## src/hw/dsjx_regs.svh

```systemverilog
/*
 * constants for the decrement-skip / direct-jump execution block:
 * opcode fields, operand positions, widths and reset values.
 * assumes a 12-bit instruction word and an 11-bit program counter.
 */
`ifndef DSJX_REGS_SVH
`define DSJX_REGS_SVH

`define DSJX_INSTR_W        12
`define DSJX_PC_W           11
`define DSJX_DATA_W         8
`define DSJX_FADDR_W        5
`define DSJX_DEC_OPC_HI     11
`define DSJX_DEC_OPC_LO     6
`define DSJX_DEC_OPC        6'h0B
`define DSJX_DEST_BIT       5
`define DSJX_FADDR_HI       4
`define DSJX_FADDR_LO       0
`define DSJX_JMP_OPC_HI     11
`define DSJX_JMP_OPC_LO     9
`define DSJX_JMP_OPC        3'h5
`define DSJX_LIT_HI         8
`define DSJX_LIT_LO         0
`define DSJX_PAGE_HI        6
`define DSJX_PAGE_LO        5
`define DSJX_DEST_W         1'h0
`define DSJX_DEST_F         1'h1
`define DSJX_DEC_STEP       8'h01
`define DSJX_PC_STEP        11'h001
`define DSJX_PC_RST         11'h000
`define DSJX_ZERO_DATA      8'h00

`endif

```

## src/hw/dsjx_pkg.sv

```systemverilog
/*
 * types and opcode decode functions shared by the execution block and its
 * arithmetic helper. assumes dsjx_regs.svh is on the include path.
 */
`include "dsjx_regs.svh"

package dsjx_pkg;

    typedef struct packed {
        logic                       we;
        logic [`DSJX_FADDR_W-1:0]   addr;
        logic [`DSJX_DATA_W-1:0]    data;
    } dsjx_rf_wr_t;

    typedef struct packed {
        logic                       we;
        logic [`DSJX_DATA_W-1:0]    data;
    } dsjx_w_wr_t;

    typedef enum logic [0:0] {
        DSJX_EXEC    = 1'h0,
        DSJX_DISCARD = 1'h1
    } dsjx_state_t;

    function automatic logic dsjx_is_dec_skip(input logic [`DSJX_INSTR_W-1:0] instr);
        return instr[`DSJX_DEC_OPC_HI:`DSJX_DEC_OPC_LO] == `DSJX_DEC_OPC;
    endfunction : dsjx_is_dec_skip

    function automatic logic dsjx_is_jump(input logic [`DSJX_INSTR_W-1:0] instr);
        return instr[`DSJX_JMP_OPC_HI:`DSJX_JMP_OPC_LO] == `DSJX_JMP_OPC;
    endfunction : dsjx_is_jump

endpackage : dsjx_pkg

```

## src/hw/dsjx_alu.sv

```systemverilog
/*
 * combinational helper: decrement of the operand with zero detect, and the
 * direct jump target built from the literal and the page-select bits.
 * assumes operand and status are stable for the whole instruction cycle.
 */
`timescale 1ns/1ps
`include "dsjx_regs.svh"

module dsjx_alu (
    input  wire logic [`DSJX_DATA_W-1:0]  oper,
    input  wire logic [`DSJX_INSTR_W-1:0] instr,
    input  wire logic [`DSJX_DATA_W-1:0]  status,
    output logic      [`DSJX_DATA_W-1:0]  dec_res,
    output logic                          dec_zero,
    output logic      [`DSJX_PC_W-1:0]    jump_target
);
    import dsjx_pkg::*;

    always_comb begin
        dec_res     = oper - `DSJX_DEC_STEP;
        dec_zero    = (dec_res == `DSJX_ZERO_DATA);
        jump_target = {status[`DSJX_PAGE_HI:`DSJX_PAGE_LO],
                       instr[`DSJX_LIT_HI:`DSJX_LIT_LO]};
    end

endmodule : dsjx_alu

```

## src/hw/dsjx_exec.sv

```systemverilog
/*
 * execution of the decrement-skip-if-zero and direct jump instructions.
 * each clock is one instruction cycle: INSTR holds the fetched word, OPER the
 * contents of the data register it addresses, STATUS the status register.
 * other opcodes only advance the program counter here; the rest of the core
 * executes them. status flags are never written by this block.
 */
// Functional notes
// - decrement-skip result is the addressed register minus one.
// - destination bit 0 writes working register, 1 writes the data register.
// - zero result discards the fetched next instruction, executing a nop instead.
// - direct jump loads its 9-bit literal into program counter bits 8..0.
// - direct jump loads counter bits 10..9 from status bits 6..5.
// - direct jump occupies one word and takes two cycles.
// - jump recognised by leading opcode bits 101; status flags untouched.
`timescale 1ns/1ps
`include "dsjx_regs.svh"

module dsjx_exec (
    input  wire logic                          CLK_SYS,
    input  wire logic                          SRST,
    input  wire logic [`DSJX_INSTR_W-1:0]      INSTR,
    input  wire logic [`DSJX_DATA_W-1:0]       OPER,
    input  wire logic [`DSJX_DATA_W-1:0]       STATUS,
    output logic      [`DSJX_PC_W-1:0]         PROGRAM_COUNTER,
    output dsjx_pkg::dsjx_rf_wr_t              RF_WR,
    output dsjx_pkg::dsjx_w_wr_t               W_WR,
    output logic                               DISCARD,
    output logic                               JUMP_TAKEN
);
    import dsjx_pkg::*;

    dsjx_state_t                state_ff;
    dsjx_state_t                nxt_state;
    logic [`DSJX_PC_W-1:0]      pc_ff;
    logic [`DSJX_PC_W-1:0]      nxt_pc;
    dsjx_rf_wr_t                rf_wr_ff;
    dsjx_rf_wr_t                nxt_rf_wr;
    dsjx_w_wr_t                 w_wr_ff;
    dsjx_w_wr_t                 nxt_w_wr;
    logic                       jump_ff;
    logic                       nxt_jump;
    logic                       discard_ff;
    logic                       nxt_discard;
    logic [`DSJX_DATA_W-1:0]    dec_res;
    logic                       dec_zero;
    logic [`DSJX_PC_W-1:0]      jump_target;
    logic                       exec_dec;
    logic                       exec_jump;

    dsjx_alu u_alu (
        .oper        (OPER),
        .instr       (INSTR),
        .status      (STATUS),
        .dec_res     (dec_res),
        .dec_zero    (dec_zero),
        .jump_target (jump_target)
    );

    // in the discard slot the fetched word is never executed
    assign exec_dec  = (state_ff == DSJX_EXEC) && dsjx_is_dec_skip(INSTR);
    assign exec_jump = (state_ff == DSJX_EXEC) && dsjx_is_jump(INSTR);

    // the counter steps on every cycle that is not a jump, the discard slot too,
    // so a skipped word is passed over and never fetched a second time
    always_comb begin
        nxt_state     = DSJX_EXEC;
        nxt_pc        = pc_ff + `DSJX_PC_STEP;
        nxt_rf_wr     = '0;
        nxt_w_wr      = '0;
        nxt_jump      = 1'b0;
        unique case (state_ff)
            DSJX_EXEC: begin
                if (exec_dec) begin
                    if (INSTR[`DSJX_DEST_BIT] == `DSJX_DEST_F) begin
                        nxt_rf_wr.we   = 1'b1;
                        nxt_rf_wr.addr = INSTR[`DSJX_FADDR_HI:`DSJX_FADDR_LO];
                        nxt_rf_wr.data = dec_res;
                    end else begin
                        nxt_w_wr.we    = 1'b1;
                        nxt_w_wr.data  = dec_res;
                    end
                    if (dec_zero) begin
                        nxt_state = DSJX_DISCARD;
                    end
                end else if (exec_jump) begin
                    nxt_pc    = jump_target;
                    nxt_jump  = 1'b1;
                    nxt_state = DSJX_DISCARD;
                end
            end
            DSJX_DISCARD: begin
                nxt_state = DSJX_EXEC;
            end
        endcase
        nxt_discard = (nxt_state == DSJX_DISCARD);
    end

    always_ff @(posedge CLK_SYS) begin
        if (SRST) begin
            state_ff <= DSJX_EXEC;
            pc_ff    <= `DSJX_PC_RST;
            rf_wr_ff <= '0;
            w_wr_ff  <= '0;
            jump_ff  <= 1'b0;
            discard_ff <= 1'b0;
        end else begin
            state_ff <= nxt_state;
            pc_ff    <= nxt_pc;
            rf_wr_ff <= nxt_rf_wr;
            w_wr_ff  <= nxt_w_wr;
            jump_ff  <= nxt_jump;
            discard_ff <= nxt_discard;
        end
    end

    assign PROGRAM_COUNTER = pc_ff;
    assign RF_WR           = rf_wr_ff;
    assign W_WR            = w_wr_ff;
    assign DISCARD         = discard_ff;
    assign JUMP_TAKEN      = jump_ff;
endmodule : dsjx_exec

```

## config.mk

```make
export PLATFORM = sky130hd
export DESIGN_NAME = dsjx_exec
export DESIGN_NICKNAME = d
export VERILOG_FILES = /design/src/hw/dsjx_pkg.sv /design/src/hw/dsjx_alu.sv /design/src/hw/dsjx_exec.sv
export VERILOG_INCLUDE_DIRS = /design/src /design/src/hw
export SDC_FILE = /design/constraint.sdc
export NUM_CORES = 1
export LEC_CHECK = 0
export CELL_PAD_IN_SITES_DETAIL_PLACEMENT = 0
export CELL_PAD_IN_SITES_GLOBAL_PLACEMENT = 2
export CORE_AREA = 3 3 57 85
export CTS_CLUSTER_DIAMETER = 60
export CTS_CLUSTER_SIZE = 40
export DETAILED_ROUTE_END_ITERATION = 12
export DIE_AREA = 0 0 60 88
export DONT_BUFFER_PORTS = 1
export GPL_TIMING_DRIVEN = 0
export PLACE_DENSITY_LB_ADDON = 0.05
export SLEW_MARGIN = 0
export SYNTH_ARGS = -nofsm -noshare
export SYNTH_HDL_FRONTEND = slang
export SYNTH_SLANG_ARGS = --single-unit
export TNS_END_PERCENT = 30
```

## constraint.sdc

```tcl
create_clock -name CLK_SYS -period 2 [get_ports CLK_SYS]
set_clock_uncertainty 0.2 [all_clocks]
set_input_delay 0.4 -clock CLK_SYS [delete_from_list [all_inputs] [get_ports CLK_SYS]]
set_output_delay 0.4 -clock CLK_SYS [all_outputs]
set_load 0.05 [all_outputs]
```

==> results of run 1 <==
-- cell usage in the layout (no fill, tap or decap), types with 2 or more instances in the layout --
cell	n
nor2_1	33
dfxtp_1	29
a211oi_1	10
nand2_1	9
xor2_1	9
xnor2_1	6
dfxtp_2	5
and3_1	5
clkbuf_8	5
inv_1	4
nand3_1	4
nor2_2	3
ha_1	3
dfxtp_4	2
nand2b_1	2
nor3_1	2
nor2b_1	2
nand3_2	2
nand4_1	2
buf_2	2
o21ai_0	2
clkinv_2	2
dlygate4sd3_1	2
-- path summary, 6_finish.rpt --
path,end,slack (ns)
min,DISCARD,0.02
min reg2reg,PROGRAM_COUNTER[0],0.40
max reg2reg,PROGRAM_COUNTER[8],0.21
max,PROGRAM_COUNTER[8],0.21
-- worst register-to-register path, stage by stage, from the launching register on --
cell      delay, ns
dfxtp_4        0.46
ha_1           0.24
nand2_1        0.12
nor2_2         0.16
nand3_1        0.10
xor2_1         0.18
a211oi_1       0.25
-- power groups by stage --
stage | sequential (mW) | clock [mW] | combinational [mW]
2_1_floorplan | 0.826 | 0 | 0.0621
3_3_place_gp | 0.832 | 0 | 0.0758
3_5_place_dp | 0.833 | 0 | 0.0780
4_1_cts | 0.817 | 0.520 | 0.0824
5_1_grt | 0.821 | 0.553 | 0.0911
6_report | 0.818 | 0.495 | 0.0807
-- registers in the layout, indices dropped and copies added, names as in the netlist --
register         cells
RF_WR               14
PROGRAM_COUNTER     11
W_WR                 9
DISCARD              1
JUMP_TAKEN           1
-- cell type report --
cell class,instances,area (sq um)
clock inverters,3,18.8
well taps,46,57.6
multi-input cells,105,647
clock buffers,5,68.8
inverters,4,15.0
plain buffers,4,18.8
fillers,420,2630
flip-flops and latches,36,734
repair buffers,2,20.0
-- routing by layer --
| metal | vias up | part of all wire, % | GRT usage (%) |
|---|---|---|---|
| li1 | 515 | - | - |
| met4 | 0 | 1.8 | 6.05 |
| met5 | - | 0 | 0 |
| met1 | 477 | 33 | 12.3 |
| met2 | 35 | 57 | 25.4 |
| met3 | 7 | 8.3 | 6.34 |
-- kinds of logic (layout without fill, tap and decap cells) --
group | after synthesis | in the layout
AO/OA/AOI/OAI | 16 | 16
XOR/XNOR | 15 | 15
adder cells (fa/ha/maj) | 3 | 3
buffers and inverters | 8 | 18
flip-flops | 36 | 36
multiplexers | 1 | 1
AND/OR/NAND/NOR | 70 | 70
-- through the flow --
step                      util [%]  setup WS, ns  TNS [ns]  std cells
after detailed placement      34.6        -0.149    -0.550        195
after CTS                     37.3        0.0153         0        205
after global routing          37.5        0.0427         0        205
after floorplan                  -        0.0365         0        149
final                         37.5         0.211         0        205
after global placement        34.6        -0.116    -0.213        195
-- repair_timing --
action	4_1_cts	5_1_grt
resized for setup	4	7
endpoints found under the setup margin	9	8
hold endpoints to repair	4	0
hold buffers	2	0
==> flow_metrics.py, run 1 <==
metrics = {
    "run_status": {
        "status": "complete, no violations",
    },
    "power_and_ir_drop": {
        "p_sw_mw": 0.377,
        "p_comb_share_pct": 5.8,
        "p_sw_share_pct": 27.1,
        "p_leak_nw": 0.611,
        "p_int_mw": 1.02,
        "power_frac_seq_pct": 58.7,
        "peakVddDrop_mv": 0.433,
        "power.density_nw_per_um2": 881,
        "power.total_mw": 1.39,
        "clkPwrFrac_pct": 35.5,
    },
    "floorplanning": {
        "dieArea_sq_um": 5280,
        "fp.dieW_um": 60,
        "dieHeight_um": 88,
        "core_area_sq_um": 4210,
        "std_cell_rows": 29,
        "initial_core_util_pct": 33.3,
        "io_pins": 66,
    },
    "clock_tree": {
        "h-tree-depth": 2,
        "cts_tree": "yes",
        "postCtsSetupBuffers": 0,
        "cts_inserted_buffers": 5,
        "root_buffer": "clkbuf_8",
        "clock_latency_ns": 0.28,
        "cts_buffer_depth": 2,
        "cts_sinks": 36,
        "clk_pin_slew_ns": 0.07,
    },
    "route": {
        "wl_um": 3340,
        "drc": 0,
        "dr.pass1.iters": 4,
        "wl_per_cell_um": 16.3,
        "antenna_left": 0,
        "vias_per_cell": 5.04,
        "drt-initial-drc-count": 45,
        "vias": 1034,
    },
    "logic_synthesis": {
        "synth_top_area_share_pct": 51.5,
        "yosysTopAreaCell": "dfxtp_1",
        "synth-main-ff-cell": "dfxtp_1",
        "synthAdderAreaFrac_pct": 2.68,
        "ys_types": 30,
        "postSynthCellCount": 149,
        "synth_enable_flop_cells": 0,
        "async_flop_share_pct": 0,
        "ys_warn_count": 0,
        "syn-num-nets": 182,
        "post-synth-top-count-cell": "dfxtp_1",
        "ys_seq_area_share_pct": 51.5,
        "ys_seq_elements": 36,
        "synth_xor_area_share_pct": 9.38,
        "synth.avg_cell_area_sq_um": 9.40,
        "synthMuxAreaShare_pct": 0.715,
        "ys_top_cells_by_count": "dfxtp_1 (36), nor2_1 (33), a211oi_1 (10), nand2_1 (9), xor2_1 (9)",
        "synthTopCellsByArea": "dfxtp_1 (51%), nor2_1 (8.8%), xor2_1 (5.6%)",
        "synth_top_family_by_area": "simple AND/OR/NAND/NOR gates",
        "synth_compound_area_share_pct": 8.04,
        "synthSimpleGateAreaFrac_pct": 25.4,
        "syn-cell-area_sq_um": 1400,
    },
    "placement": {
        "dpl_cell_area_sq_um": 1460,
        "place_congestion": 0.693,
        "hpwl_um": 2560,
        "port_buffers": 0,
    },
    "critical_path": {
        "reg2reg_from": "PROGRAM_COUNTER[0]",
        "cp_max_fo": 4,
        "max_stage_delay_ns": 0.46,
        "cpMaxStageDelayCell": "dfxtp_4",
        "rr_worst_depth": 6,
        "setup.worst_path.start": "PROGRAM_COUNTER[0]",
        "startpoint_type": "register",
        "worstPathCellList": "ha_1, nand2_1, nor2_2, nand3_1, xor2_1, a211oi_1",
        "path_buf_inv": 0,
        "worst_ep_required_time_ns": 2.00,
        "critPathKind": "register to register",
        "cp.arrival_ns": 1.79,
        "path_depth": 6,
        "cp_top_family": "flip-flops",
        "critPathCaptureType": "register",
    },
    "grt": {
        "grt_max_degree": 13,
        "overflow": 0,
        "track_usage_pct": 13.7,
        "first_global_vias": 1063,
        "grt_pass1_wl_um": 5200,
        "antenna_found_initial": 0,
    },
    "sta": {
        "hold_viol_final": 0,
        "max_freq_mhz": 559,
        "rsz0062_at_grt": "false",
        "slew_violations": 0,
        "worst_pin_slew_ns": 0.643,
        "fin_hold_ws_ns": 0.0175,
        "period_minus_slack_ns": 1.79,
        "setup_viol": 0,
        "final.period_utilization_pct": 89.4,
        "relSlewSlack_pct": 57.1,
    },
    "hold_path": {
        "hp-class": "input port to register",
        "hp-start": "SRST",
        "hold_path_depth": 1,
    },
    "run": {
        "maxCapViolations": 0,
    },
    "finish": {
        "areaGrowthSynthToFinish_pct": 12.9,
        "drive_above_1_share_pct": 16.4,
        "fin_area_sq_um": 1580,
        "layout.nets": 191,
        "diodes": 0,
    },
}
No activity file was read; power rests on OpenSTA's default activity.
==> inputs of run 2 (changes only) <==
--- a/config.mk
+++ b/config.mk
@@ -9,6 +9,7 @@
 export CELL_PAD_IN_SITES_DETAIL_PLACEMENT = 0
 export CELL_PAD_IN_SITES_GLOBAL_PLACEMENT = 2
 export CORE_AREA = 3 3 57 85
+export CTS_BUF_LIST = sky130_fd_sc_hd__clkbuf_16
 export CTS_CLUSTER_DIAMETER = 60
 export CTS_CLUSTER_SIZE = 40
 export DETAILED_ROUTE_END_ITERATION = 12
==> run 2 against run 1 <==
  * Core utilization is 1.3 points higher
  * Routed wire length is 0.18% higher
  * Maximum frequency is 0.23% higher
  * Register-to-register slack hardly changed
  * Clock-buffer cell count stayed put
  * Power is 17% higher
  * Sequential share of layout area is 1.6 points lower
  * First-iteration DRC count is 6.7% lower
  * Die area stayed put
  * Clock power is 48% higher
  * Design area is 3.6% higher
  * Largest power group unchanged
==> flow_metrics.py, run 2 (synthesized netlist as in run 1, its figures left out) <==
metrics = {
    "sta": {
        "relSlewSlack_pct": 57.0,
        "hold_viol_final": 0,
        "slew_violations": 0,
        "period_minus_slack_ns": 1.78,
        "final.period_utilization_pct": 89.2,
        "setup_viol": 0,
        "max_freq_mhz": 560,
        "worst_pin_slew_ns": 0.644,
        "rsz0062_at_grt": "false",
    },
    "clock_tree": {
        "cts_buffer_depth": 2,
        "clk_pin_slew_ns": 0.05,
        "cts_tree": "yes",
        "root_buffer": "clkbuf_16",
        "postCtsSetupBuffers": 0,
        "clock_latency_ns": 0.27,
        "cts_sinks": 36,
        "cts_inserted_buffers": 5,
        "h-tree-depth": 2,
    },
    "placement": {
        "hpwl_um": 2560,
        "dp.cells": 195,
        "place_congestion": 0.693,
        "port_buffers": 0,
    },
    "grt": {
        "grt_busiest_layer": "met2",
        "track_usage_pct": 13.7,
        "first_global_vias": 1063,
        "grt_pass1_wl_um": 5190,
        "antenna_found_initial": 0,
        "grt_use_met1_pct": 12.3,
        "overflow": 0,
        "grt.met3_usage_pct": 5.90,
        "grt_max_degree": 13,
        "gr-usage-met2_pct": 25.4,
    },
    "floorplanning": {
        "dieArea_sq_um": 5280,
        "std_cell_rows": 29,
        "io_pins": 66,
        "fp.dieW_um": 60,
        "core_area_sq_um": 4210,
        "dieHeight_um": 88,
        "initial_core_util_pct": 33.3,
    },
    "route": {
        "vias_per_cell": 5.05,
        "antenna_left": 0,
        "wl_um": 3340,
        "drt-initial-drc-count": 42,
        "wl_per_cell_um": 16.3,
        "drc": 0,
        "dr.pass1.iters": 4,
        "vias": 1036,
    },
    "critical_path": {
        "worst_ep_required_time_ns": 1.99,
        "critPathKind": "register to register",
        "cp_max_fo": 4,
        "reg2reg_from": "PROGRAM_COUNTER[0]",
        "r2r_end": "PROGRAM_COUNTER[8]",
        "worstPathCellList": "ha_1, nand2_1, nor2_2, nand3_1, xor2_1, a211oi_1",
        "startpoint_type": "register",
        "critPathCaptureType": "register",
        "rr_worst_depth": 6,
        "max_stage_delay_ns": 0.46,
        "setup.worst_path.start": "PROGRAM_COUNTER[0]",
        "endpoint": "PROGRAM_COUNTER[8]",
        "cp.arrival_ns": 1.77,
        "cpMaxStageDelayCell": "dfxtp_4",
        "rrSetupSlack_ns": 0.22,
    },
    "finish": {
        "stdcell_count": 205,
        "layout.nets": 191,
        "final_cell_mix": "nor2_1 (33), dfxtp_1 (29), a211oi_1 (10)",
        "diodes": 0,
        "areaGrowthSynthToFinish_pct": 16.9,
        "fin_util_pct": 38.9,
        "layout_commonest_cell": "nor2_1",
        "largest_reg_flops": 14,
        "drive_above_1_share_pct": 16.4,
    },
    "power_and_ir_drop": {
        "power.total_mw": 1.63,
        "p_leak_nw": 0.636,
        "peakVddDrop_mv": 0.580,
        "power.density_nw_per_um2": 999,
    },
    "run_status": {
        "status": "complete, no violations",
    },
    "hold_path": {
        "hp-class": "input port to register",
        "hold_path_depth": 1,
    },
    "run": {
        "maxCapViolations": 0,
    },
}
## run 2: cell counts in the layout (fill, tap and decap cells not counted)
Identical to the previous run, type by type.
## run 2: repair_timing
item                                   in CTS  in global routing
resized for setup                           5                  5
endpoints found under the hold margin       4                  0
cloned                                      0                  0
hold buffers                                2                  0
pin swaps                                   0                  0
setup endpoints to repair                   9                  2
## run 2: area by class of cell
type / instances / area, sq um
Tap cell: 46 / 57.6
Fill cell: 415 / 2570
Sequential cell: 36 / 734
Multi-Input combinational cell: 105 / 647
Timing Repair Buffer: 2 / 20.0
Inverter: 4 / 15.0
Buffer: 4 / 18.8
Clock buffer: 5 / 125
Clock inverter: 3 / 18.8
## run 2: power breakdown
group | switching [mW] | total [mW] | internal [mW] | leakage, nW
Sequential | 0.0814 | 0.819 | 0.737 | 0.295
Clock | 0.278 | 0.735 | 0.458 | 0.0736
Combinational | 0.0434 | 0.0807 | 0.0373 | 0.268
## run 2: how the worst min path moves through the flow
stage                        from        to
after floorplan           OPER[0]  RF_WR[0]
after global placement    OPER[0]   W_WR[0]
after detailed placement  OPER[0]  RF_WR[0]
after CTS                    SRST   DISCARD
after global routing         SRST   DISCARD
final                        SRST   DISCARD
## run 2: layer usage
layer	vias to the layer above	routed length, um
met4	0	61
met5	-	0
met2	35	1910
met1	477	1090
li1	517	-
met3	7	281
## run 2: worst max-delay path, delay by kind of cell, from the launching register on
| kind | cells | cell delay (ns) |
|---|---|---|
| AO/OA/AOI/OAI | 1 | 0.25 |
| flip-flops | 1 | 0.46 |
| adder cells (fa/ha/maj) | 1 | 0.24 |
| XOR/XNOR | 1 | 0.18 |
| AND/OR/NAND/NOR | 3 | 0.37 |
## run 2: metrics by stage
stage          setup TNS (ns)  hold WS (ns)  instance area, sq um  worst slack [ns]
2_1_floorplan               0         0.272                  1400            0.0365
3_3_place_gp           -0.213         0.275                  1460            -0.116
3_5_place_dp           -0.550         0.276                  1460            -0.149
4_1_cts                     0        0.0221                  1630            0.0193
5_1_grt                     0        0.0209                  1640            0.0470
6_report                    0        0.0290                  1640             0.215
==> inputs of run 3 (changes only) <==
--- a/config.mk
+++ b/config.mk
@@ -8,17 +8,18 @@
 export LEC_CHECK = 0
 export CELL_PAD_IN_SITES_DETAIL_PLACEMENT = 0
 export CELL_PAD_IN_SITES_GLOBAL_PLACEMENT = 2
-export CORE_AREA = 3 3 57 85
+export CORE_AREA = 2 2 57 86
 export CTS_BUF_LIST = sky130_fd_sc_hd__clkbuf_16
 export CTS_CLUSTER_DIAMETER = 60
 export CTS_CLUSTER_SIZE = 40
 export DETAILED_ROUTE_END_ITERATION = 12
-export DIE_AREA = 0 0 60 88
+export DIE_AREA = 0 0 59 88
 export DONT_BUFFER_PORTS = 1
 export GPL_TIMING_DRIVEN = 0
 export PLACE_DENSITY_LB_ADDON = 0.05
 export SLEW_MARGIN = 0
 export SYNTH_ARGS = -nofsm -noshare
 export SYNTH_HDL_FRONTEND = slang
+export SYNTH_HIERARCHICAL = 1
 export SYNTH_SLANG_ARGS = --single-unit
 export TNS_END_PERCENT = 30
==> run 3 against run 2 <==
  * Cell count increased by 0.49%
  * Highest routed layer unchanged
  * Critical path type unchanged
  * Power increased by 0.45%
  * Clock power about the same
  * Synthesized area increased by 7.1%
  * Sequential share of layout area decreased by 2.4 points
  * Non-clock buffer count increased by 11
  * Worst hold slack improved by 0.013 ns
  * Worst setup slack got worse by 0.12 ns
  * Via count increased by 1.8%
  * Critical path depth decreased by 2
  * Global-route usage increased by 0.36 points
  * Synthesized cell count decreased by 0.67%
==> flow_metrics.py, run 3 <==
metrics = {
    "run_status": {
        "status": "complete, no violations",
    },
    "finish": {
        "layout_commonest_cell": "dfxtp_1",
        "final_cell_mix": "dfxtp_1 (27), and2_1 (22), nor2_1 (15)",
        "drive_above_1_share_pct": 23.4,
        "seq_area_sq_um": 739,
        "multiInputGateArea_sq_um": 671,
        "stdcell_count": 206,
        "largest_reg_flops": 14,
        "nFillCells": 474,
        "layout.nets": 190,
        "fin_util_pct": 39.3,
        "diodes": 0,
        "areaGrowthSynthToFinish_pct": 16.0,
    },
    "route": {
        "wl_um": 3290,
        "drc": 0,
        "vias": 1055,
        "dr.pass1.iters": 3,
        "antenna_left": 0,
        "drt-initial-drc-count": 23,
        "wl_per_cell_um": 16.0,
        "vias_per_cell": 5.12,
    },
    "clock_tree": {
        "clock_latency_ns": 0.27,
        "h-tree-depth": 2,
        "root_buffer": "clkbuf_16",
        "cts_buffer_depth": 2,
        "cts_inserted_buffers": 5,
        "clk_pin_slew_ns": 0.06,
        "cts_sinks": 36,
        "cts_tree": "yes",
    },
    "floorplanning": {
        "dieHeight_um": 88,
        "initial_core_util_pct": 33.8,
        "io_pins": 66,
        "fp.dieW_um": 59,
        "std_cell_rows": 30,
        "dieArea_sq_um": 5190,
        "core_area_sq_um": 4430,
    },
    "logic_synthesis": {
        "yosysTopAreaCell": "dfxtp_1",
        "post-synth-top-count-cell": "dfxtp_1",
        "ys_types": 32,
        "ys_seq_area_share_pct": 48.1,
        "syn-cell-area_sq_um": 1500,
        "ys_top_cells_by_count": "dfxtp_1 (36), and2_1 (22), nor2_1 (15), buf_4 (11), a311oi_1 (6)",
        "synthTopCellsByArea": "dfxtp_1 (48%), and2_1 (9.2%), buf_4 (5.5%)",
        "synth_top_area_share_pct": 48.1,
        "syn-num-nets": 181,
        "async_flop_share_pct": 0,
        "ys_warn_count": 6,
        "synth.avg_cell_area_sq_um": 10.1,
        "ys_seq_elements": 36,
        "synth-main-ff-cell": "dfxtp_1",
        "synth_enable_flop_cells": 0,
        "postSynthCellCount": 148,
    },
    "sta": {
        "hold_viol_final": 0,
        "period_minus_slack_ns": 1.90,
        "relSlewSlack_pct": 63.0,
        "fin_hold_ws_ns": 0.0421,
        "setup_viol": 0,
        "worst_pin_slew_ns": 0.555,
        "max_freq_mhz": 526,
        "final.period_utilization_pct": 95.0,
        "rsz0062_at_grt": "false",
        "slew_violations": 0,
    },
    "power_and_ir_drop": {
        "peakVddDrop_mv": 0.372,
        "power.density_nw_per_um2": 944,
        "power.total_mw": 1.64,
        "p_leak_nw": 0.683,
    },
    "grt": {
        "grt_pass1_wl_um": 5330,
        "overflow": 0,
        "grt_max_degree": 12,
        "antenna_found_initial": 0,
        "first_global_vias": 1103,
        "track_usage_pct": 14.0,
    },
    "critical_path": {
        "cp.arrival_ns": 1.91,
        "cp_max_fo": 9,
        "worst_ep_required_time_ns": 2.01,
        "startpoint_type": "register",
        "critPathCaptureType": "register",
        "critPathKind": "register to register",
    },
    "placement": {
        "dp.cells": 196,
        "port_buffers": 0,
        "place_congestion": 0.699,
        "hpwl_um": 2460,
    },
    "run": {
        "maxCapViolations": 0,
    },
    "hold_path": {
        "hp-class": "input port to register",
    },
}
run 3: cell count changes in the layout (fill, tap and decap cells not counted), moves of 3 or more:
| cell | delta |
|---|---|
| and2_1 | +22 |
| nor2_2 | -3 |
| buf_4 | +12 |
| a311oi_1 | +6 |
| xnor2_1 | -3 |
| and3_1 | -4 |
| xor2_1 | -4 |
| a211oi_1 | -6 |
| nor2_1 | -18 |
| o31ai_1 | +3 |
| nand2_1 | -5 |
run 3: cell families after synthesis:
group / synth area share, %
AOI/OAI and AO/OA: 8.68
buffers and inverters: 7.35
xor gates and xnor gates: 4.67
DFF: 48.1
muxes: 0.668
adders and majority gates: 2.50
and+or+nand+nor: 28.0
run 3: through the flow:
stage	area, sq um	setup slack [ns]	setup TNS [ns]
after floorplan	1500	0.0288	0
after global placement	1560	-0.122	-0.344
after detailed placement	1560	-0.147	-0.403
after CTS	1720	0.00995	0
after global routing	1740	0.00210	0
final	1740	0.0999	0
run 3: final timing paths:
path                                    startpoint            endpoint  slack [ns]  cells past startpoint
worst max-delay path                       DISCARD             W_WR[6]         0.1                      4
worst min-delay path                      INSTR[1]            RF_WR[9]        0.04                      1
worst max register to register             DISCARD             W_WR[6]         0.1                      4
worst min register to register  PROGRAM_COUNTER[0]  PROGRAM_COUNTER[0]        0.40                      1
run 3: repair_timing:
item | in CTS | in global routing
setup buffers | 0 | 1
pin swaps | 0 | 1
resized for setup | 6 | 6
hold endpoints to repair | 1 | 0
setup endpoints to repair | 7 | 10
hold buffers | 1 | 0
run 3: power breakdown:
part / total [mW] / leakage, nW / switching [mW] / internal [mW]
sequential: 0.821 / 0.296 / 0.0842 / 0.737
clock: 0.736 / 0.0687 / 0.284 / 0.452
combinational: 0.0842 / 0.318 / 0.0377 / 0.0465
total: 1.64 / 0.683 / 0.406 / 1.24
run 3: critical path, cell delays in order (launching register included):
cell and delay, ns:
dfxtp_1 0.49, or4b_1 0.64, nor3b_4 0.20, buf_4 0.17
and2_1 0.13
run 3: routing by layer:
layer	wire, um	global-route usage (%)	vias to the layer above
met5	0	0	-
met4	41	5.58	0
met3	216	5.32	4
met2	1880	25.8	31
met1	1160	13.8	494
li1	-	-	526
run 3: cell type report:
cell class / count / area share, %
multi-input combinational: 94 / 38.6
sequential: 36 / 42.5
inverter: 3 / 0.647
tap: 48 / 3.45
buffer: 15 / 5.76
clock inverter: 3 / 0.863
timing repair buffer: 2 / 1.01
clock buffer: 5 / 7.19
